===== config.mk =====
export PLATFORM = sky130hd
export DESIGN_NAME = flash_writer
export DESIGN_NICKNAME = d
export VERILOG_FILES = /design/src/logic/flash_writer_pkg.sv /design/src/logic/flash_writer.sv
export VERILOG_INCLUDE_DIRS = /design/src /design/src/logic
export SDC_FILE = /design/constraint.sdc
export NUM_CORES = 1
export LEC_CHECK = 0
export BUFFER_PORTS_ARGS = -buffer_cell sky130_fd_sc_hd__buf_2
export CAP_MARGIN = 10
export CORE_MARGIN = 3
export CORE_UTILIZATION = 37
export CTS_CLUSTER_DIAMETER = 100
export DETAILED_ROUTE_END_ITERATION = 8
export GPL_ROUTABILITY_DRIVEN = 0
export GPL_TIMING_DRIVEN = 0
export SKIP_LAST_GASP = 1
export SYNTH_ARGS = -nofsm -noshare
export SYNTH_HDL_FRONTEND = slang
export SYNTH_SLANG_ARGS = --single-unit
export TNS_END_PERCENT = 100

===== constraint.sdc =====
create_clock -name pclk -period 5.3 [get_ports pclk]
set_input_delay 0 -clock pclk [delete_from_list [all_inputs] [get_ports pclk]]
set_output_delay 0 -clock pclk [all_outputs]
set_load 0.02 [all_outputs]

===== src/logic/flash_writer_cfg.svh =====
// Register map, field positions and timing figures of the flash writer.
// Assumes a 50 MHz pclk and a 32-bit APB register bus.
`ifndef FLASH_WRITER_CFG_SVH
`define FLASH_WRITER_CFG_SVH

// Register byte offsets
`define OFS_PTR_LOW    8'h00
`define OFS_PTR_HIGH   8'h04
`define OFS_PTR_UPPER  8'h08
`define OFS_LATCH      8'h0c
`define OFS_TBL_WRITE  8'h10
`define OFS_FLASH_CTL  8'h14
`define OFS_UNLOCK_KEY 8'h18
`define OFS_INT_CTL    8'h1c
`define OFS_IRQ_STAT   8'h20
`define OFS_IRQ_MASK   8'h24

// Flash control field positions
`define CTL_ERASE_SEL  4
`define CTL_ABORT      3
`define CTL_ARM        2
`define CTL_START      1
// Global interrupt enable bit in the interrupt control register
`define INT_GIE        7

// Unlock key values
`define KEY_FIRST      8'h55
`define KEY_SECOND     8'haa

// Table write modes (table write register bits 1:0)
`define TW_KEEP        2'h0
`define TW_POST_INC    2'h1
`define TW_POST_DEC    2'h2
`define TW_PRE_INC     2'h3

// Interrupt status bits
`define IRQ_DONE       0
`define IRQ_ABORT      1
`define IRQ_REFUSED    2

// Timing
`define CLK_MHZ        50
`define PROG_TIME_US   2000
`define ERASE_TIME_US  2000

`endif


===== src/logic/flash_writer_pkg.sv =====
// Types shared by the flash writer: sequencer states and the state record.
// Constants live in flash_writer_cfg.svh.
package flash_writer_pkg;

    // Long-write sequencer
    typedef enum logic [1:0] {
        ST_IDLE  = 2'b00,
        ST_PROG  = 2'b01,
        ST_ERASE = 2'b10
    } seq_e;

    // Unlock key progress
    typedef enum logic [1:0] {
        KEY_LOCKED = 2'b00,
        KEY_HALF   = 2'b01,
        KEY_OPEN   = 2'b10
    } key_e;

    // Flash control bits
    typedef struct packed {
        logic erase_sel;
        logic write_abort_flag;
        logic write_arm;
        logic write_start;
    } flash_ctl_s;

    // Whole state of the writer
    typedef struct packed {
        logic [63:0][7:0] hold;
        logic [21:0]      table_pointer;
        logic [7:0]       table_data_latch;
        flash_ctl_s       ctl;
        key_e             key;
        logic             global_irq_enable;
        logic [2:0]       irq_stat;
        logic [2:0]       irq_mask;
        seq_e             seq;
        logic [19:0]      timer;
        logic [21:0]      flash_addr;
        logic [31:0]      prdata;
        logic [7:0]       hold_rd_data;
        logic [1:0]       master_clear_reset_sync;
        logic [1:0]       wdt_sync;
    } state_s;

endpackage : flash_writer_pkg


===== src/logic/flash_writer.sv =====
// Self-programming write sequencer for on-chip program flash, APB slave.
// Assumes an APB master on pclk and a flash macro that follows the
// prog/erase levels; reset events arrive as asynchronous pins.
//
// Overview of operation
// - Sixty-four bytes loaded by table writes.
// - No start unless write arm is set.
// - Key 55h then AAh, then start.
// - Start runs timed long write, stalls CPU.
// - Reset during write sets abort flag.
// - Start without key sequence is refused and flagged.
// - Control bits: erase 4, error 3, arm 2, start 1.
// - Key register stores nothing readable.
// - Pointer split into upper, high, low bytes.
// - Pre-increment write bumps pointer, then stores.
// - Erase select makes start a block erase.
// - Holding registers keep data after write.
// - Erase uses pointer bits above bit nine.
//
// Notes for users of the block:
// The timer counts pclk cycles at CLK_MHZ.
// A different clock scales both long times.
// Writes during a long operation are lost;
// the core issuing them is stalled anyway.
// Reads never wait; prdata is registered.
// The key relocks after any other write to a mapped offset,
// so the start must follow the keys at once.
// An abort ends the operation early and
// leaves the row half programmed: software
// checks the abort flag and writes it again.
// Holding bytes survive a write, so stale
// data is programmed unless overwritten.
// The abort flag is cleared by presetn and
// by writing zero; a set always wins.
`timescale 1ns/1ps
`default_nettype none
`include "flash_writer_cfg.svh"

module flash_writer
    import flash_writer_pkg::*;
#(
    parameter int unsigned PROG_TIME_US  = `PROG_TIME_US,
    parameter int unsigned ERASE_TIME_US = `ERASE_TIME_US
) (
    // Clock, reset, enable
    // Enable low freezes all state
    input  wire logic        pclk,
    input  wire logic        presetn,
    input  wire logic        clk_en,
    // APB slave
    // No wait states: pready tied high
    input  wire logic        psel,
    input  wire logic        penable,
    input  wire logic        pwrite,
    input  wire logic [7:0]  paddr,
    input  wire logic [31:0] pwdata,
    output logic [31:0]      prdata,
    output logic             pready,
    output logic             pslverr,
    // Reset events from outside the clock domain
    // Levels, synchronised inside
    input  wire logic        master_clear_reset,
    input  wire logic        watchdog,
    // Flash macro side
    // Operation levels and start address
    output logic             cpu_stall,
    output logic             flash_prog,
    output logic             flash_erase,
    output logic [21:0]      flash_addr,
    input  wire logic [5:0]  hold_rd_idx,
    output logic [7:0]       hold_rd_data,
    // Interrupt
    // Level, high on unmasked status
    output logic             irq
);

    // Cycle counts of the long operations, derived from their times
    // The 20-bit timer covers the default 100000 cycles;
    // times above 1048575 cycles need a wider timer field.
    localparam int unsigned PROG_CYCLES  = PROG_TIME_US * `CLK_MHZ;
    localparam int unsigned ERASE_CYCLES = ERASE_TIME_US * `CLK_MHZ;

    // One record holds the whole block,
    // so one register process keeps it
    state_s state_reg;  // Registered state
    state_s state_next; // Next state

    // Decoded bus phases
    // First cycle of a transfer
    logic setup_ph;
    // Write landing at this edge
    logic write_acc;
    // Only the low byte is used
    logic [7:0] wbyte;
    // Reset event while busy
    logic abort_evt;

    // True for an offset the register file answers
    // Shared by error response and write decode
    function automatic logic addr_ok(input logic [7:0] a);
        case (a)
            `OFS_PTR_LOW, `OFS_PTR_HIGH, `OFS_PTR_UPPER, `OFS_LATCH,
            `OFS_TBL_WRITE, `OFS_FLASH_CTL, `OFS_UNLOCK_KEY,
            `OFS_INT_CTL, `OFS_IRQ_STAT, `OFS_IRQ_MASK: addr_ok = 1'b1;
            default: addr_ok = 1'b0;
        endcase
    endfunction : addr_ok

    // Read view of one register
    function automatic logic [31:0] rd_mux(input state_s s,
                                           input logic [7:0] a);
        case (a)
            `OFS_PTR_LOW:    rd_mux = {24'h0, s.table_pointer[7:0]};
            `OFS_PTR_HIGH:   rd_mux = {24'h0, s.table_pointer[15:8]};
            `OFS_PTR_UPPER:  rd_mux = {26'h0, s.table_pointer[21:16]};
            `OFS_LATCH:      rd_mux = {24'h0, s.table_data_latch};
            `OFS_FLASH_CTL:  rd_mux = {27'h0, s.ctl, 1'b0};
            `OFS_INT_CTL:    rd_mux = {24'h0, s.global_irq_enable, 7'h0};
            `OFS_IRQ_STAT:   rd_mux = {29'h0, s.irq_stat};
            `OFS_IRQ_MASK:   rd_mux = {29'h0, s.irq_mask};
            // key register has no readable contents
            default:         rd_mux = 32'h0;
        endcase
    endfunction : rd_mux

    // Combinational handshake: reads are prepared in the setup cycle,
    // so every access completes with no wait states
    assign pready  = 1'b1;
    // Unmapped offsets answer with an error
    // and leave every register alone
    assign pslverr = psel & penable & ~addr_ok(paddr);

    assign setup_ph  = psel & ~penable;
    assign write_acc = psel & penable & pwrite & addr_ok(paddr);
    assign wbyte     = pwdata[7:0];

    // Registered outputs
    assign prdata       = state_reg.prdata;
    assign cpu_stall    = (state_reg.seq != ST_IDLE);
    assign flash_prog   = (state_reg.seq == ST_PROG);
    assign flash_erase  = (state_reg.seq == ST_ERASE);
    assign flash_addr   = state_reg.flash_addr;
    assign hold_rd_data = state_reg.hold_rd_data;
    // Both inputs registered, so no glitches
    assign irq          = |(state_reg.irq_stat & state_reg.irq_mask);

    // A long event pulse aborts once only:
    // the block is idle on the next cycle
    // a synchronised reset event while busy aborts the operation
    assign abort_evt = (state_reg.seq != ST_IDLE) &
                       (state_reg.master_clear_reset_sync[1] | state_reg.wdt_sync[1]);

    // Next-state logic
    // Later assignments override earlier
    // ones, so sequencer events beat writes
    always_comb begin
        state_next = state_reg;

        // Two-flop synchronisers for the reset event pins
        // Only the second stage is read, so a
        // metastable first stage stays inside
        state_next.master_clear_reset_sync = {state_reg.master_clear_reset_sync[0], master_clear_reset};
        state_next.wdt_sync  = {state_reg.wdt_sync[0], watchdog};

        // Holding register read port for the flash macro
        // Index is on pclk: no synchroniser
        state_next.hold_rd_data = state_reg.hold[hold_rd_idx];

        // Read data captured in the setup cycle
        // It then stands through the access
        // phase, which lets pready stay high
        if (setup_ph && !pwrite) begin
            state_next.prdata = rd_mux(state_reg, paddr);
        end

        // Any mapped write other than the expected next key step relocks.
        // Writes are ignored while busy: the core is stalled anyway.
        if (write_acc && state_reg.seq == ST_IDLE) begin
            if (paddr != `OFS_UNLOCK_KEY) begin
                state_next.key = KEY_LOCKED;
            end
            case (paddr)
                `OFS_PTR_LOW: begin
                    state_next.table_pointer[7:0] = wbyte;
                end
                // Middle pointer byte
                `OFS_PTR_HIGH: begin
                    state_next.table_pointer[15:8] = wbyte;
                end
                // Top byte keeps six bits
                `OFS_PTR_UPPER: begin
                    state_next.table_pointer[21:16] = wbyte[5:0];
                end
                // Byte for the next table write
                `OFS_LATCH: begin
                    state_next.table_data_latch = wbyte;
                end
                // short write of the latch into a holding register
                `OFS_TBL_WRITE: begin
                    // Low two bits pick the step
                    case (wbyte[1:0])
                        `TW_PRE_INC: begin
                            state_next.table_pointer =
                                state_reg.table_pointer + 22'h1;
                            state_next.hold[state_next.table_pointer[5:0]] =
                                state_reg.table_data_latch;
                        end
                        // Store, then step on
                        `TW_POST_INC: begin
                            state_next.hold[state_reg.table_pointer[5:0]] =
                                state_reg.table_data_latch;
                            state_next.table_pointer =
                                state_reg.table_pointer + 22'h1;
                        end
                        // Store, then step back
                        `TW_POST_DEC: begin
                            state_next.hold[state_reg.table_pointer[5:0]] =
                                state_reg.table_data_latch;
                            state_next.table_pointer =
                                state_reg.table_pointer - 22'h1;
                        end
                        // Plain store
                        default: begin
                            state_next.hold[state_reg.table_pointer[5:0]] =
                                state_reg.table_data_latch;
                        end
                    endcase
                end
                // key register only advances the unlock sequence
                `OFS_UNLOCK_KEY: begin
                    // keys only count with interrupts disabled
                    // Wrong value or order relocks
                    if (!state_reg.global_irq_enable &&
                        state_reg.key == KEY_LOCKED && wbyte == `KEY_FIRST) begin
                        state_next.key = KEY_HALF;
                    end else if (!state_reg.global_irq_enable &&
                                 state_reg.key == KEY_HALF &&
                                 wbyte == `KEY_SECOND) begin
                        state_next.key = KEY_OPEN;
                    end else begin
                        state_next.key = KEY_LOCKED;
                    end
                end
                `OFS_FLASH_CTL: begin
                    // Arm and erase follow the byte
                    state_next.ctl.erase_sel = wbyte[`CTL_ERASE_SEL];
                    state_next.ctl.write_arm = wbyte[`CTL_ARM];
                    // Error flag is cleared by writing zero; writing one keeps it
                    state_next.ctl.write_abort_flag =
                        state_reg.ctl.write_abort_flag & wbyte[`CTL_ABORT];
                    if (wbyte[`CTL_START]) begin
                        // start needs arm and a fresh unlock
                        if (wbyte[`CTL_ARM] && state_reg.key == KEY_OPEN) begin
                            state_next.ctl.write_start = 1'b1;
                            if (wbyte[`CTL_ERASE_SEL]) begin
                                // block erase, low ten bits dropped
                                state_next.seq = ST_ERASE;
                                state_next.timer = ERASE_CYCLES[19:0];
                                state_next.flash_addr =
                                    {state_reg.table_pointer[21:10], 10'h0};
                            end else begin
                                state_next.seq = ST_PROG;
                                state_next.timer = PROG_CYCLES[19:0];
                                state_next.flash_addr =
                                    {state_reg.table_pointer[21:6], 6'h0};
                            end
                        end else begin
                            // Refused start: start bit stays low
                            state_next.irq_stat[`IRQ_REFUSED] = 1'b1;
                        end
                    end
                end
                // Keys only count while low
                `OFS_INT_CTL: begin
                    state_next.global_irq_enable = wbyte[`INT_GIE];
                end
                `OFS_IRQ_STAT: begin
                    // Write one to clear
                    state_next.irq_stat = state_reg.irq_stat & ~wbyte[2:0];
                end
                // Same layout as the status
                `OFS_IRQ_MASK: begin
                    state_next.irq_mask = wbyte[2:0];
                end
                // No write effect elsewhere
                default: begin
                end
            endcase
        end

        // Long operation sequencer
        case (state_reg.seq)
            // Idle: only a bus write starts work
            ST_IDLE: begin
            end
            ST_PROG, ST_ERASE: begin
                // Abort first: it beats the timer
                if (abort_evt) begin
                    // abort flags the error and ends the cycle
                    state_next.ctl.write_abort_flag = 1'b1;
                    state_next.ctl.write_start = 1'b0;
                    state_next.irq_stat[`IRQ_ABORT] = 1'b1;
                    state_next.seq = ST_IDLE;
                    state_next.key = KEY_LOCKED;
                end else if (state_reg.timer <= 20'h1) begin
                    // clear start and release stall together
                    // holding registers are left as they are
                    state_next.ctl.write_start = 1'b0;
                    state_next.irq_stat[`IRQ_DONE] = 1'b1;
                    state_next.seq = ST_IDLE;
                    state_next.key = KEY_LOCKED;
                end else begin
                    // One cycle of the long write
                    state_next.timer = state_reg.timer - 20'h1;
                end
            end
            // Unused code falls back to idle
            default: begin
                state_next.seq = ST_IDLE;
            end
        endcase
    end

    // State register; clk_en low freezes everything
    // Reset clears all: key locked, no
    // operation running afterwards
    always_ff @(posedge pclk or negedge presetn) begin
        if (!presetn) begin
            state_reg <= '0;
        end else if (clk_en) begin
            state_reg <= state_next;
        end
    end

endmodule : flash_writer
`default_nettype wire


==> impl_metrics.tcl, run 1 <==
set metrics [dict create \
    status "complete, but fails checks" \
    violations "hold timing" \
    ys_ff_latch 613 \
    worst-setup-path-type "flip-flop to flip-flop" \
    nets 2502 \
    cts_inserted_buffers 69 \
    yosys_warnings 0 \
    cts_tree "yes" \
    synth_async_sr_flop_share 1.00 \
    ctsResizeCount 0 \
    pre_cts_slack_ns 1.69 \
    route.vias.total 20900 \
    hold_viol_final 14 \
    drive_above_1_share 0.416 \
    power_leakage_nw 16.4 \
    setup_viol 0 \
    power_mw 9.92 \
    io_buffers 62 \
    clockBufferDepth 3 \
    layout_min_cycle_time_ns 3.45 \
    rr_startpoint "state_reg[110]" \
    die_h_um 294 \
    fin_worst_skew_ns 0.0334 \
    drv_cap 0 \
    holdWs_ns -0.0468 \
    start_util 0.377 \
    post-route-util 0.431 \
    ir_drop_uv 233 \
    synth_cell_types 89 \
    synth-edff-count 0 \
    power.density_nw_per_um2 283 \
    synth_cells 2246 \
    die_x_um 294 \
    final_area_sq_um 35000 \
    rsz0062_at_grt "no" \
    fill_cells 7395 \
    core-area_sq_um 81300 \
    grt_pass1_wl_um 143000 \
    antenna_left 0 \
    cts_root_buf "clkbuf_16" \
    netlist_area_sq_um 30700 \
    dpl_cell_area_sq_um 32600 \
    instances_no_fill 3546 \
    clkTransAtPathRegs_ns 0.06 \
    pin_count 122 \
    rr_worst_depth 7 \
    grt.overflow.total 0 \
    syn_avg_cell_area_sq_um 13.7 \
    ys_seq_area_frac 0.500 \
    grt_pass1_vias 21500 \
    fp-row-count 104 \
    fmax_ghz 0.290 \
    h-tree-depth 3 \
    firstDrtPassIters 6 \
    grt_max_degree 133 \
    totalWireLength_um 96200 \
    worst-path-max-fanout 10 \
    slew_headroom 0.196 \
    viasPerCell 5.89 \
    tns_ns 0 \
    r2r_end "state_reg[307]" \
    place_inst 3402 \
    drc_errors 0 \
    drtIter0Drc 1837 \
    cts_sinks 613 \
    finalCritPeriodShare 0.651 \
    cts_setup_buffers 0 \
    dp_hpwl_um 68400 \
    worstPathArrival_ns 3.96 \
    ctsHoldBuffers 26 \
    worst_slack_ns 1.85 \
    start_kind "flip-flop" \
    worst_pin_slew_ns 1.21 \
    hold_class "primary input to async pin" \
    area_growth_pct 14.3 \
    ff2ff_setup_slack_ns 1.85 \
    antenna_found_initial 4 \
    synth_top_flop_cell "dfrtp_1" \
    drt-wirelength-per-cell_um 27.1 \
    dieArea_sq_um 86400 \
    largest_register_ffs 579 \
    insertion_delay_ns 0.64 \
    setup.worst_path.end_class "flip-flop" \
    drv_slew 0 \
    required_ns 5.81 \
    track_usage 0.223 \
]
-- power by group --
| group | total, mW | switching (mW) | internal, mW |
|---|---|---|---|
| Sequential | 4.72 | 0.0186 | 4.70 |
| Clock | 4.73 | 1.98 | 2.75 |
| Combinational | 0.475 | 0.316 | 0.160 |
| Total | 9.92 | 2.31 | 7.61 |
-- critical path, stage by stage (launching register included) --
cell and delay [ns]:
dfrtp_1 0.35, buf_2 0.24, inv_1 0.11, ha_1 0.30, clkbuf_1 0.62, nand3_4 0.22, o32ai_2 1.07, mux2_2 0.43
-- area by class of cell --
cell class              instances  area, sq um  area share
diodes                          1         2.50   0.0000714
plain buffers                 225         1140      0.0325
clock buffers                 100         2020      0.0575
clock inverters                16          204     0.00582
inverters                      16         60.1     0.00171
multi-input cells            1421        14200       0.406
flip-flops and latches        613        15300       0.438
well taps                    1060         1330      0.0378
repair buffers                 94          723      0.0206
-- layer usage --
layer	routed length [um]	GRT usage	vias to the layer above
met4	3990	0.0869	0
li1	-	-	8783
met2	44400	0.351	860
met1	41100	0.302	11000
met3	6780	0.0482	215
met5	0	0	-
-- cell usage after synthesis, drive strengths merged, types with 5 or more instances --
master,n,area [sq um]
nor4,20,170
nor4b,5,50.0
mux2,547,6160
o211ai,6,50.1
or3,10,62.6
mux4,128,2880
and3,12,75.1
nor3,41,243
nor2b,9,56.3
and2,12,75.1
nor2,76,314
a32oi,6,120
clkbuf,109,409
a222oi,5,50.1
ha,8,100
inv,14,52.6
nand3b,7,52.6
a221oi,10,87.6
a221o,11,110
nand2b,5,31.3
nand2,115,442
o22ai,16,128
o31ai,7,52.6
or4,8,63.8
o21ai,55,279
dfrtp,613,15300
nand4,6,37.5
a22oi,77,803
a31oi,13,81.3
buf,116,728
o22a,6,52.6
or2,7,43.8
mux2i,54,541
o221ai,8,70.1
a21oi,22,129
a22o,10,87.6
nor3b,6,45.0
nand3,18,108
-- kinds of logic after synthesis --
kind of cell	share of synthesized area
other cells	0.000245
compound gates	0.0798
mux	0.312
xor+xnor	0.000857
simple gates	0.0641
buf+inv	0.0390
fa+ha+maj	0.00326
flops	0.500
-- layout by cell type, fill, tap and decap left out, types with 7 or more instances in the layout --
cell type,n
mux4_2,128
a22o_1,10
nor2_1,72
nor2b_1,9
clkbuf_8,13
buf_1,16
mux2_2,546
dlygate4sd3_1,26
nor3_1,36
and2_1,11
o221ai_1,8
ha_1,8
conb_1,31
or4_1,7
clkbuf_1,125
nand3_1,16
o21ai_0,52
a21oi_1,19
a31oi_1,13
clkinv_2,7
inv_1,14
or3_1,10
a22oi_2,45
nor4_1,17
a221oi_1,10
and3_1,12
dfrtp_1,613
buf_2,94
nand3b_1,7
a22oi_1,32
nand2_1,113
buf_4,67
o31ai_1,7
o22ai_1,14
a221o_1,11
or2_2,7
mux2i_1,54
clkbuf_16,71
-- worst max-delay path by stage --
stage                   start               to  slack (ns)  cells after the start
6_report       state_reg[110]   state_reg[307]        1.85                      7
4_1_cts        state_reg[110]   state_reg[307]        1.95                      7
5_1_grt        state_reg[110]   state_reg[307]        1.75                      7
2_1_floorplan   state_reg[86]   state_reg[299]        2.59                      9
3_3_place_gp          presetn   state_reg[442]       -7.78                      1
3_5_place_dp   hold_rd_idx[4]  hold_rd_data[4]        1.69                      7
Power figures use the tool's default switching activity.
==> run 2, diff against run 1 <==
==> constraint.sdc (replaced) <==
create_clock -name pclk -period 2.8 [get_ports pclk]
set_input_delay 0 -clock pclk [delete_from_list [all_inputs] [get_ports pclk]]
set_output_delay 0 -clock pclk [all_outputs]
set_load 0.02 [all_outputs]
==> run 2 against run 1 <==
The run ends with hold timing, setup timing left; sequential power increased by 89%; cell count increased by 2.1%; count of clock-buffer cells in the layout unchanged; register-to-register slack got worse by 1.9 ns; via count increased by 2.4%; sequential share of layout area decreased by 1.9 points; global-route usage increased by 0.25 points; combinational power increased by 91%; first-iteration DRC count increased by 14%; critical path depth unchanged; routed wire length increased by 2.0%; final area increased by 4.5%; critical path type unchanged; highest routed layer unchanged.
==> impl_metrics.tcl, run 2 (same netlist as run 1, synthesis figures left out) <==
set metrics [dict create \
    area_growth_pct 19.4 \
    grt_pass1_wl_um 145000 \
    required_ns 3.30 \
    fin_worst_skew_ns 0.0338 \
    power_leakage_nw 17.1 \
    drc_errors 0 \
    drt-wirelength-per-cell_um 27.1 \
    cts_inserted_buffers 69 \
    drive_above_1_share 0.450 \
    mostFrequentLayoutCell "dfrtp_1" \
    dpl_cell_area_sq_um 32600 \
    start_kind "flip-flop" \
    firstDrtPassIters 9 \
    holdWs_ns -0.0441 \
    power.density_nw_per_um2 514 \
    rr_worst_depth 7 \
    viasPerCell 5.91 \
    totalWireLength_um 98200 \
    slew_headroom 0.248 \
    worst-setup-path-type "flip-flop to flip-flop" \
    mostFrequentLayoutCells "612 x dfrtp_1, 546 x mux2_2, 128 x mux4_2" \
    instances_no_fill 3621 \
    worst-path-max-fanout 10 \
    dieArea_sq_um 86400 \
    drv_cap 0 \
    die_x_um 294 \
    final_area_sq_um 36600 \
    clockBufferDepth 3 \
    core-area_sq_um 81300 \
    worst_pin_slew_ns 1.13 \
    status "complete, but fails checks" \
    nets 2577 \
    critPathLaunch "state_reg[111]" \
    ff2ff_setup_slack_ns -0.08 \
    cts_sinks 613 \
    clkTransAtPathRegs_ns 0.06 \
    finalCritPeriodShare 1.03 \
    drv_slew 0 \
    antenna_left 0 \
    pin_count 122 \
    tns_ns -1.12 \
    route.vias.total 21400 \
    cts_root_buf "clkbuf_16" \
    start_util 0.377 \
    insertion_delay_ns 0.62 \
    antenna_found_initial 7 \
    setup_viol 33 \
    track_usage 0.225 \
    layout_min_cycle_time_ns 2.88 \
    rr_startpoint "state_reg[111]" \
    grt.overflow.total 0 \
    grt_max_degree 133 \
    violations "hold timing, setup timing" \
    hold_viol_final 12 \
    setup.worst_path.end_class "flip-flop" \
    r2r_end "state_reg[124]" \
    fp-row-count 104 \
    die_h_um 294 \
    fmax_ghz 0.347 \
    rsz0062_at_grt "yes" \
    post-route-util 0.450 \
    worst_slack_ns -0.0800 \
    hold_class "primary input to async pin" \
    largest_register_ffs 579 \
    cts_tree "yes" \
    dp_hpwl_um 68400 \
    worstPathArrival_ns 3.38 \
    drtIter0Drc 2100 \
    h-tree-depth 3 \
    grt_pass1_vias 21800 \
    io_buffers 62 \
    place_inst 3402 \
    ir_drop_uv 443 \
]
[run 2: changes by cell type in the layout (fill, tap and decap cells not counted), moves of 5 or more]
cell / previous run / this run
buf_12: 0 / 52
nor3_1: 36 / 30
nor2_1: 72 / 66
buf_1: 16 / 11
clkbuf_2: 1 / 6
clkbuf_1: 125 / 116
nor3_4: 2 / 7
buf_4: 67 / 96
[run 2: report_power, final]
part / switching (mW) / internal [mW] / leakage (nW)
combinational: 0.601 / 0.303 / 7.51
sequential: 0.0342 / 8.90 / 8.51
clock: 3.76 / 5.21 / 1.09
total: 4.39 / 14.4 / 17.1
[run 2: worst max path at each step]
stage	to	cells past startpoint
after floorplan	state_reg[299]	9
after global placement	state_reg[442]	1
after detailed placement	hold_rd_data[4]	7
after CTS	state_reg[576]	7
after global routing	state_reg[615]	8
final	state_reg[124]	7
[run 2: timing repair]
item	in CTS	in global routing
hold buffers	25	0
setup buffers	47	35
endpoints found under the hold margin	146	0
endpoints found under the setup margin	537	475
pin swaps	40	28
resized for setup	39	36
[run 2: cell type report]
| cell class | instances | area (sq um) |
|---|---|---|
| inverter | 16 | 63.8 |
| multi-input combinational | 1421 | 14500 |
| clock inverter | 16 | 204 |
| timing repair buffer | 174 | 1970 |
| sequential | 613 | 15300 |
| tap | 1060 | 1330 |
| fill | 7196 | 44700 |
| antenna | 1 | 2.50 |
| buffer | 220 | 1150 |
| clock buffer | 100 | 2020 |
[run 2: stage by stage]
step           power, mW  hold slack, ns  worst slack (ns)
3_3_place_gp        9.93           0.233            -10.28
2_1_floorplan       9.54          -0.296            0.0901
5_1_grt             19.4          0.0234            -0.184
3_5_place_dp        9.97          0.0658            -0.808
4_1_cts             19.0         0.00183            -0.160
6_report            18.8         -0.0441           -0.0800
[run 2: metal layers]
metal,track usage,share of wire,wire length [um],vias up
met3,0.0461,0.075,7320,243
met4,0.0864,0.043,4230,0
met2,0.356,0.46,45300,961
met5,0,0,0,-
met1,0.307,0.42,41300,11300
li1,-,-,-,8929
[run 2: worst max-delay path, cell delays in order (launching register included)]
cell	delay, ns
dfrtp_1	0.44
buf_2	0.21
nor3_2	0.59
nand3_1	0.29
nor4_1	0.46
a22oi_1	0.20
and3_1	0.21
or3_1	0.36
